## config.mk

```make
export PLATFORM = sky130hd
export DESIGN_NAME = sector_protect_lock_access
export DESIGN_NICKNAME = d
export VERILOG_FILES = /design/src/inc/lock_pkg.sv /design/src/sector_protect_lock_access.sv
export SDC_FILE = /design/constraint.sdc
export NUM_CORES = 1
export LEC_CHECK = 0
export ABC_AREA = 1
export CORE_ASPECT_RATIO = 1.25
export CORE_MARGIN = 2
export CORE_UTILIZATION = 30
export CTS_CLUSTER_DIAMETER = 60
export DETAILED_ROUTE_END_ITERATION = 8
export DONT_BUFFER_PORTS = 1
export GPL_TIMING_DRIVEN = 0
export PLACE_DENSITY = 0.48
export SETUP_SLACK_MARGIN = 0.02
export SYNTH_ARGS = -nofsm -noshare
export SYNTH_HDL_FRONTEND = slang
export SYNTH_SLANG_ARGS = --single-unit
```

## constraint.sdc

```tcl
create_clock -name clk -period 2.23 [get_ports clk]
set_input_delay 0.3345 -clock clk [delete_from_list [all_inputs] [get_ports clk]]
set_output_delay 0.3345 -clock clk [all_outputs]
set_load 0.05 [all_outputs]
```

## src/inc/lock_pkg.sv

```systemverilog
package lock_pkg;
  localparam logic [7:0] OP_READ_PROTECT = 8'h32;
  localparam logic [7:0] OP_READ_LOCK    = 8'h35;
  localparam logic [7:0] OP_SEQ_1        = 8'h3d;
  localparam logic [7:0] OP_SEQ_2        = 8'h2a;
  localparam logic [7:0] OP_SEQ_3        = 8'h7f;
  localparam logic [7:0] OP_SEQ_LOCK     = 8'h30;
  localparam logic [7:0] BYTE_SET        = 8'hff;
  localparam logic [7:0] BYTE_CLEAR      = 8'h00;
  localparam logic [7:0] S0_HI_MASK      = 8'hc0;
  localparam logic [7:0] S0_LO_MASK      = 8'h30;
  localparam int         NUM_SECTORS     = 8;
  localparam logic [5:0] DUMMY_END       = 6'd32;
  localparam logic [5:0] ADDR_END        = 6'd56;
  localparam logic [6:0] MAP_BITS        = 7'd64;
  localparam logic [63:0] PROTECT_RESET  = 64'h0;
  localparam logic [63:0] LOCK_RESET     = 64'h0;
  localparam int         PROGRAM_TIME_US = 3000;
  localparam int         CLK_MHZ         = 25;
  localparam int         PROGRAM_CYCLES  = PROGRAM_TIME_US * CLK_MHZ;
  localparam int         SECTOR_SHIFT    = 16;
  localparam int         PAGE_SHIFT      = 8;
  localparam logic [10:0] S0_LO_PAGES    = 11'd8;

  typedef enum logic [2:0] {
    st_cmd    = 3'b000,
    st_dummy  = 3'b001,
    st_out    = 3'b011,
    st_seq    = 3'b010,
    st_addr   = 3'b110,
    st_done   = 3'b111,
    st_ignore = 3'b101
  } cmd_state_e;

  typedef struct packed {
    logic cs_n;
    logic sck;
    logic si;
  } spi_in_s;
endpackage : lock_pkg

```

## src/sector_protect_lock_access.sv

```systemverilog
`timescale 1ns/1ps
// How it works
// - Protection bytes out, sector 0 first.
// - After eight bytes output is driven low.
// - Chip select release ends read, output off.
// - Locked sectors refuse program and erase until sys_rst.
// - Chip select rise starts timed lockdown.
// - Busy shown for whole lockdown time.
// - Lock bytes FFH locked, 00H unlocked, for sectors 1 to 7.
// - Sector 0 byte split into two fields.
// - Lock bytes out, sector 0 first.
// - After eight lock bytes output driven low.
// - Chip select release ends lock read.
// - Protection bytes FFH protected, 00H not.
module sector_protect_lock_access
  import lock_pkg::*;
#(
  parameter int PROGRAM_COUNT = PROGRAM_CYCLES
) (
  input  wire logic        clk,
  input  wire logic        sys_rst,
  input  wire logic        cs_n,
  input  wire logic        sck,
  input  wire logic        si,
  input  wire logic [63:0] protect_load,
  input  wire logic        protect_load_en,
  input  wire logic [18:0] op_addr,
  input  wire logic        op_req,
  output logic             so,
  output logic             so_oe,
  output logic             busy,
  output logic             op_refused,
  output logic [63:0]      sector_protect_map,
  output logic [63:0]      sector_lock_map
);
  spi_in_s     pin, prev;
  cmd_state_e  state, next_state;
  logic [5:0]  bit_cnt, next_bit_cnt;
  logic [7:0]  shreg, next_shreg;
  logic [23:0] addr, next_addr;
  logic        sel_lock, next_sel_lock;
  logic [6:0]  out_idx, next_out_idx;
  logic [31:0] timer, next_timer;
  logic [18:0] pend_addr, next_pend_addr;
  logic        next_so, next_so_oe, next_busy, next_refused;
  logic [63:0] next_protect, next_lock;
  logic        rise, fall, cs_rise, cs_fall;
  logic [7:0]  rx_byte;

  function automatic logic is_locked(input logic [63:0] m, input logic [18:0] a);
    logic [2:0] s;
    s = a[18:SECTOR_SHIFT];
    if (s == 3'd0) begin
      if (a[18:PAGE_SHIFT] < S0_LO_PAGES) begin
        return m[7:6] == 2'b11;
      end
      return m[5:4] == 2'b11;
    end
    return m[s*8 +: 8] == BYTE_SET;
  endfunction : is_locked

  assign pin     = '{cs_n: cs_n, sck: sck, si: si};
  assign rise    = !pin.cs_n && pin.sck && !prev.sck;
  assign fall    = !pin.cs_n && !pin.sck && prev.sck;
  assign cs_rise = pin.cs_n && !prev.cs_n;
  assign cs_fall = !pin.cs_n && prev.cs_n;
  assign rx_byte = {shreg[6:0], pin.si};

  always_comb begin
    next_state     = state;
    next_bit_cnt   = bit_cnt;
    next_shreg     = shreg;
    next_addr      = addr;
    next_sel_lock  = sel_lock;
    next_out_idx   = out_idx;
    next_timer     = timer;
    next_pend_addr = pend_addr;
    next_so        = so;
    next_so_oe     = so_oe;
    next_busy      = busy;
    next_refused   = 1'b0;
    next_protect   = sector_protect_map;
    next_lock      = sector_lock_map;
    if (protect_load_en && !busy) begin
      next_protect = protect_load;
    end
    if (op_req) begin
      next_refused = is_locked(sector_lock_map, op_addr);
    end
    if (busy) begin
      next_timer = timer - 32'd1;
      if (timer == 32'd1) begin
        next_busy = 1'b0;
        if (pend_addr[18:SECTOR_SHIFT] != 3'd0) begin
          next_lock[pend_addr[18:SECTOR_SHIFT]*8 +: 8] = BYTE_SET;
        end else if (pend_addr[18:PAGE_SHIFT] < S0_LO_PAGES) begin
          next_lock[7:0] = sector_lock_map[7:0] | S0_HI_MASK;
        end else begin
          next_lock[7:0] = sector_lock_map[7:0] | S0_LO_MASK;
        end
      end
    end
    if (cs_fall) begin
      next_state   = st_cmd;
      next_bit_cnt = 6'd0;
    end
    if (cs_rise) begin
      next_so_oe = 1'b0;
      next_state = st_cmd;
      if (state == st_done && !busy) begin
        next_busy      = 1'b1;
        next_timer     = 32'(PROGRAM_COUNT);
        next_pend_addr = addr[18:0];
      end
    end
    if (rise) begin
      next_shreg   = rx_byte;
      next_bit_cnt = bit_cnt + 6'd1;
      unique case (state)
        st_cmd: begin
          if (bit_cnt[2:0] == 3'd7) begin
            if (rx_byte == OP_READ_PROTECT || rx_byte == OP_READ_LOCK) begin
              next_state    = st_dummy;
              next_sel_lock = rx_byte == OP_READ_LOCK;
            end else if (rx_byte == OP_SEQ_1) begin
              next_state = st_seq;
            end else begin
              next_state = st_ignore;
            end
          end
        end
        st_dummy: begin
          if (bit_cnt == DUMMY_END - 6'd1) begin
            next_state   = st_out;
            next_out_idx = 7'd0;
          end
        end
        st_seq: begin
          if (bit_cnt[2:0] == 3'd7) begin
            if ((bit_cnt[4:3] == 2'd1 && rx_byte != OP_SEQ_2) ||
                (bit_cnt[4:3] == 2'd2 && rx_byte != OP_SEQ_3) ||
                (bit_cnt[4:3] == 2'd3 && rx_byte != OP_SEQ_LOCK)) begin
              next_state = st_ignore;
            end else if (bit_cnt[4:3] == 2'd3) begin
              next_state = st_addr;
            end
          end
        end
        st_addr: begin
          next_addr = {addr[22:0], pin.si};
          if (bit_cnt == ADDR_END - 6'd1) begin
            next_state = st_done;
          end
        end
        st_out, st_done, st_ignore: begin
        end
      endcase
    end
    if (fall && state == st_out) begin
      next_so_oe = 1'b1;
      if (out_idx < MAP_BITS) begin
        next_so      = sel_lock ? sector_lock_map[{out_idx[5:3], ~out_idx[2:0]}]
                                : sector_protect_map[{out_idx[5:3], ~out_idx[2:0]}];
        next_out_idx = out_idx + 7'd1;
      end else begin
        next_so = 1'b0;
      end
    end
  end

  always_ff @(posedge clk) begin
    if (sys_rst) begin
      prev               <= '{cs_n: 1'b1, sck: 1'b0, si: 1'b0};
      state              <= st_cmd;
      bit_cnt            <= 6'd0;
      shreg              <= 8'h00;
      addr               <= 24'h000000;
      sel_lock           <= 1'b0;
      out_idx            <= 7'd0;
      timer              <= 32'h00000000;
      pend_addr          <= 19'h00000;
      so                 <= 1'b0;
      so_oe              <= 1'b0;
      busy               <= 1'b0;
      op_refused         <= 1'b0;
      sector_protect_map <= PROTECT_RESET;
      sector_lock_map    <= LOCK_RESET;
    end else begin
      prev               <= pin;
      state              <= next_state;
      bit_cnt            <= next_bit_cnt;
      shreg              <= next_shreg;
      addr               <= next_addr;
      sel_lock           <= next_sel_lock;
      out_idx            <= next_out_idx;
      timer              <= next_timer;
      pend_addr          <= next_pend_addr;
      so                 <= next_so;
      so_oe              <= next_so_oe;
      busy               <= next_busy;
      op_refused         <= next_refused;
      sector_protect_map <= next_protect;
      sector_lock_map    <= next_lock;
    end
  end

  // Outside sys_rst, lock bits can only ever be set, never cleared.
  a_lock_sticky: assert property (@(posedge clk) disable iff (sys_rst)
    ($past(sector_lock_map) & ~sector_lock_map) == 64'h0)
    else $error("lock bit cleared");
  a_release_hiz: assert property (@(posedge clk) disable iff (sys_rst)
    cs_rise |=> !so_oe)
    else $error("output enabled after release");
  a_start_busy: assert property (@(posedge clk) disable iff (sys_rst)
    (cs_rise && state == st_done && !busy) |=> busy)
    else $error("lockdown did not start");
  a_short_ignore: assert property (@(posedge clk) disable iff (sys_rst)
    (cs_rise && state == st_addr && !busy) |=> !busy)
    else $error("short lockdown started");
  a_busy_hold: assert property (@(posedge clk) disable iff (sys_rst)
    $rose(busy) |-> busy[*8])
    else $error("busy dropped early");
  a_refuse_lock: assert property (@(posedge clk) disable iff (sys_rst)
    (op_req && is_locked(sector_lock_map, op_addr)) |=> op_refused)
    else $error("locked op not refused");
  a_s0_field: assert property (@(posedge clk) disable iff (sys_rst)
    sector_lock_map[3:0] == 4'h0)
    else $error("sector 0 low bits set");
  a_out_first: assert property (@(posedge clk) disable iff (sys_rst)
    (fall && state == st_out && out_idx == 7'd0 && !sel_lock)
    |=> so == sector_protect_map[7])
    else $error("first bit wrong");
endmodule : sector_protect_lock_access

```

==> impl_results.md <==
* Number of buffer and inverter instances along the worst setup path at 1
* Required @ worst endpoint at 1.90 ns
* Final count of hold timing violations at 0
* Worst setup path category: register to output pin
* Result of the run: finished, final reports clean
* Average instance area after synthesis at between 6 and 7 µm²
* Number of cell rows at 67
* Type of the tightest min-delay check: input pin to register
* Fin crit share at 0.893
* CTS tree: built
* Minimum period implied by the final worst setup slack at between 1.5 and 2 ns
* Number of antenna violations at the first check in global routing at 2
* Full die area at between 20000 and 30000 µm²
* Total via count after detailed routing at 7454
* Area Growth Syn to Fin at 13.5%
* Sequential area share after synthesis at 0.402
* Cell at the root of the clock tree: clkbuf_16
* Routed wirelength normalized by instance count at 16.1 µm
* Area of placed instances at 8560 µm²
* CP peak stage delay at ~0.9 ns
* Biggest fanout along the worst timing path at 11
* Sequential group share of total power at 0.494
* Worst Path Arrival at 1.66 ns
* FMAX at ~500 MHz
* Max Cap Viol at 0
* Setup skew after layout at 0.00982 ns
* Maximum clock insertion buffer count at 2
* Commonest non-fill, non-tap cells in the layout: nor2_1 (248), nand2_1 (165), dfxtp_1 (162), o21ai_0 (136), inv_1 (94)
* Clock-pin transition on the worst setup and hold timing paths at around 0.070 ns
* Vias in the first global route at slightly below 7000
* Slowest cell on the critical path: dfxtp_1
* Combinational power share at 0.050
* DR pass1 iterations at 6
* Critical path capture point type: output pin
* Synth unique cells at between 40 and 50
* Placed Instances at 1525
* DRC violation count after routing at 0
* Cell internal power dissipation at ~5000 µW
* Most common cell after layout, fill and taps aside: nor2_1
* CTS Buf Count at 17
* Fin. max-slew vios at 0
* Post-Syn Area at roughly 8100 µm²
* Number of nets in the layout at 1300
* Post-synthesis sequential element count at 163
* Vertical extent of the die at ~190 µm
* Source-to-sink clock delay at the later pin of the worst-skew pair at ~0.43 ns
* CP Launch Type: register
* Ratio of total power to cell area at 749 nW/µm²
* Effective utilization at floorplan at 0.304
* Share of post-route cells with drive strength above 1 at 0.112
* Number of input and output port buffers inserted at 0
* Global-route wire length before repair at about 38 mm
* Half-perimeter wire length of the detailed placement result at 19.0 mm
* Final ANT Viol Nets at 0
* Total detailed-routing wirelength at 25.1 mm
* Die X-Extent at ~150 µm
* Setup Fix Bufs, Post-CTS at 0
* Leftover overflow at the end of global routing at 0
* Area of the core region at about 27000 µm²
* Total of fill cells in the finished design at between 2000 and 3000
* Sinks on Clock Net at approximately 160
* Total area of multi-input combinational cells at 3880 µm²
* # setup viols final at 0
* Transition at the pin with the smallest max-transition slack at approximately 0.86 ns
* Clock power frac at 0.456
* Switching share of power at 0.272
* Global-route usage over all layers at 0.173
* Storage cell area at between 3000 and 4000 µm²
* Power spent charging and discharging nets at ~1900 µW
* Unrepaired setup endpoints after global routing: false
* Starting DRC count in detailed routing at around 320
* Number of vias per cell at between 4 and 5
* Post-synthesis net count at 1280
* Largest net degree at the start of global routing at 17
* Yosys synthesis warning count at 0
* Worst vdd rail ir drop at ~460 µV
* Top-level I/O count at 222
* Cell class contributing the biggest share of worst-path delay: flip-flops
* Summed area of non-filler cells in the final layout at 9220 µm²
* Worst slew margin relative to its limit at 0.427
* Cell-by-cell listing of the critical path: buf_4
* Reported leakage power at 0.00400 µW
* H-Tree Depth at 4
* Finished Layout Cells at around 1600
* Global placement routability congestion at around 0.85
* Number of instances in the synthesized netlist at 1180
## cells by family (layout without fill, tap and decap cells)
logic type               Yosys count  count (layout)  share of synthesized area
AO/OA/AOI/OAI                    226             226                      0.144
adder cells (fa/ha/maj)           10              10                     0.0154
flip-flops                       163             163                      0.402
other                              0               1                          0
buffers and inverters            205             238                      0.122
AND/OR/NAND/NOR                  568             568                      0.308
XOR/XNOR                           8               8                    0.00862
## sequential cells by signal (all words and copies together) (netlist names)
signal	cells
sector_lock_map	10
prev	2
out_idx	7
addr	19
so_oe	1
shreg	7
sel_lock	1
state	3
timer	32
so	1
op_refused	1
sector_protect_map	64
bit_cnt	6
busy	1
pend_addr	8
## routing by layer
| layer | global-route usage | part of all wire |
|---|---|---|
| met1 | 0.197 | 0.41 |
| met2 | 0.299 | 0.49 |
| met3 | 0.0516 | 0.073 |
| met4 | 0.0683 | 0.024 |
| met5 | 0 | 0.00048 |
## final cells by class
cell class | count | area share
timing repair buffer | 1 | 0.00109
clock inverter | 12 | 0.0197
buffer | 103 | 0.0669
multi-input combinational | 812 | 0.421
antenna | 1 | 0.000271
clock buffer | 20 | 0.0484
inverter | 102 | 0.0419
sequential | 163 | 0.354
tap | 345 | 0.0468
## final timing paths
check / startpoint / end / slack, ns / depth (start not counted)
setup / recovery: sector_lock_map[31] / sector_lock_map[31] / 0.24 / 1
hold / removal: cs_n / prev[2] / 0.04 / 2
setup reg to reg: out_idx[0] / so / 0.24 / 15
hold reg to reg: timer[31] / timer[31] / 0.46 / 1
## through the flow
step	setup slack (ns)	total power (µW)	util	hold slack, ns	setup TNS [ns]
final	0.239	6910	0.345	0.0370	0
after global routing	0.0285	7170	0.345	0.0351	0
after CTS	0.0870	7000	0.344	0.00736	0
after detailed placement	-0.248	3830	0.320	0.434	-13.28
after global placement	-0.299	3830	0.320	0.438	-15.04
after floorplan	0.338	3690	-	0.423	0
## power groups by stage
stage,registers [µW],clock network (µW),logic (µW)
2_1_floorplan,3440,0,254
3_3_place_gp,3480,0,342
3_5_place_dp,3480,0,344
4_1_cts,3420,3240,347
5_1_grt,3430,3350,400
6_report,3420,3150,343
## cells in the mapped netlist
cell,count,area (µm²)
or2_4,1,8.76
nand2_1,165,619
buf_2,9,45.0
nor3_1,26,130
nor3b_4,1,18.8
a32oi_1,1,8.76
nor2_8,1,20.0
inv_1,94,353
buf_4,55,413
dfxtp_1,163,3260
a311oi_1,1,8.76
or2_0,1,6.26
buf_1,2,7.51
nor2_1,250,938
a2111oi_0,1,8.76
nand4_1,12,75.1
buf_6,1,11.3
o211ai_1,2,15.0
nand4_2,2,25.0
o31ai_1,1,7.51
nand3_1,78,390
nor3_4,1,16.3
nand2_4,2,22.5
clkbuf_1,36,135
clkinv_1,4,15.0
o21a_1,2,15.0
a211oi_1,4,30.0
o21ai_0,136,681
nor2_2,4,25.0
a31oi_1,4,25.0
ha_1,10,125
o21ai_1,6,30.0
inv_2,4,15.0
nand2_2,6,37.5
nor3_2,2,20.0
xor2_1,4,35.0
a2bb2oi_1,1,8.76
nor4_1,7,43.8
xnor2_1,4,35.0
nor2_4,9,101
a21oi_1,67,335
## what timing repair did
item	CTS	global route
hold buffers	1	0
endpoints found under the setup margin	77	34
pin swaps	0	0
resized for setup	3	9
endpoints found under the hold margin	1	0
(Power assumes the default switching activity.)
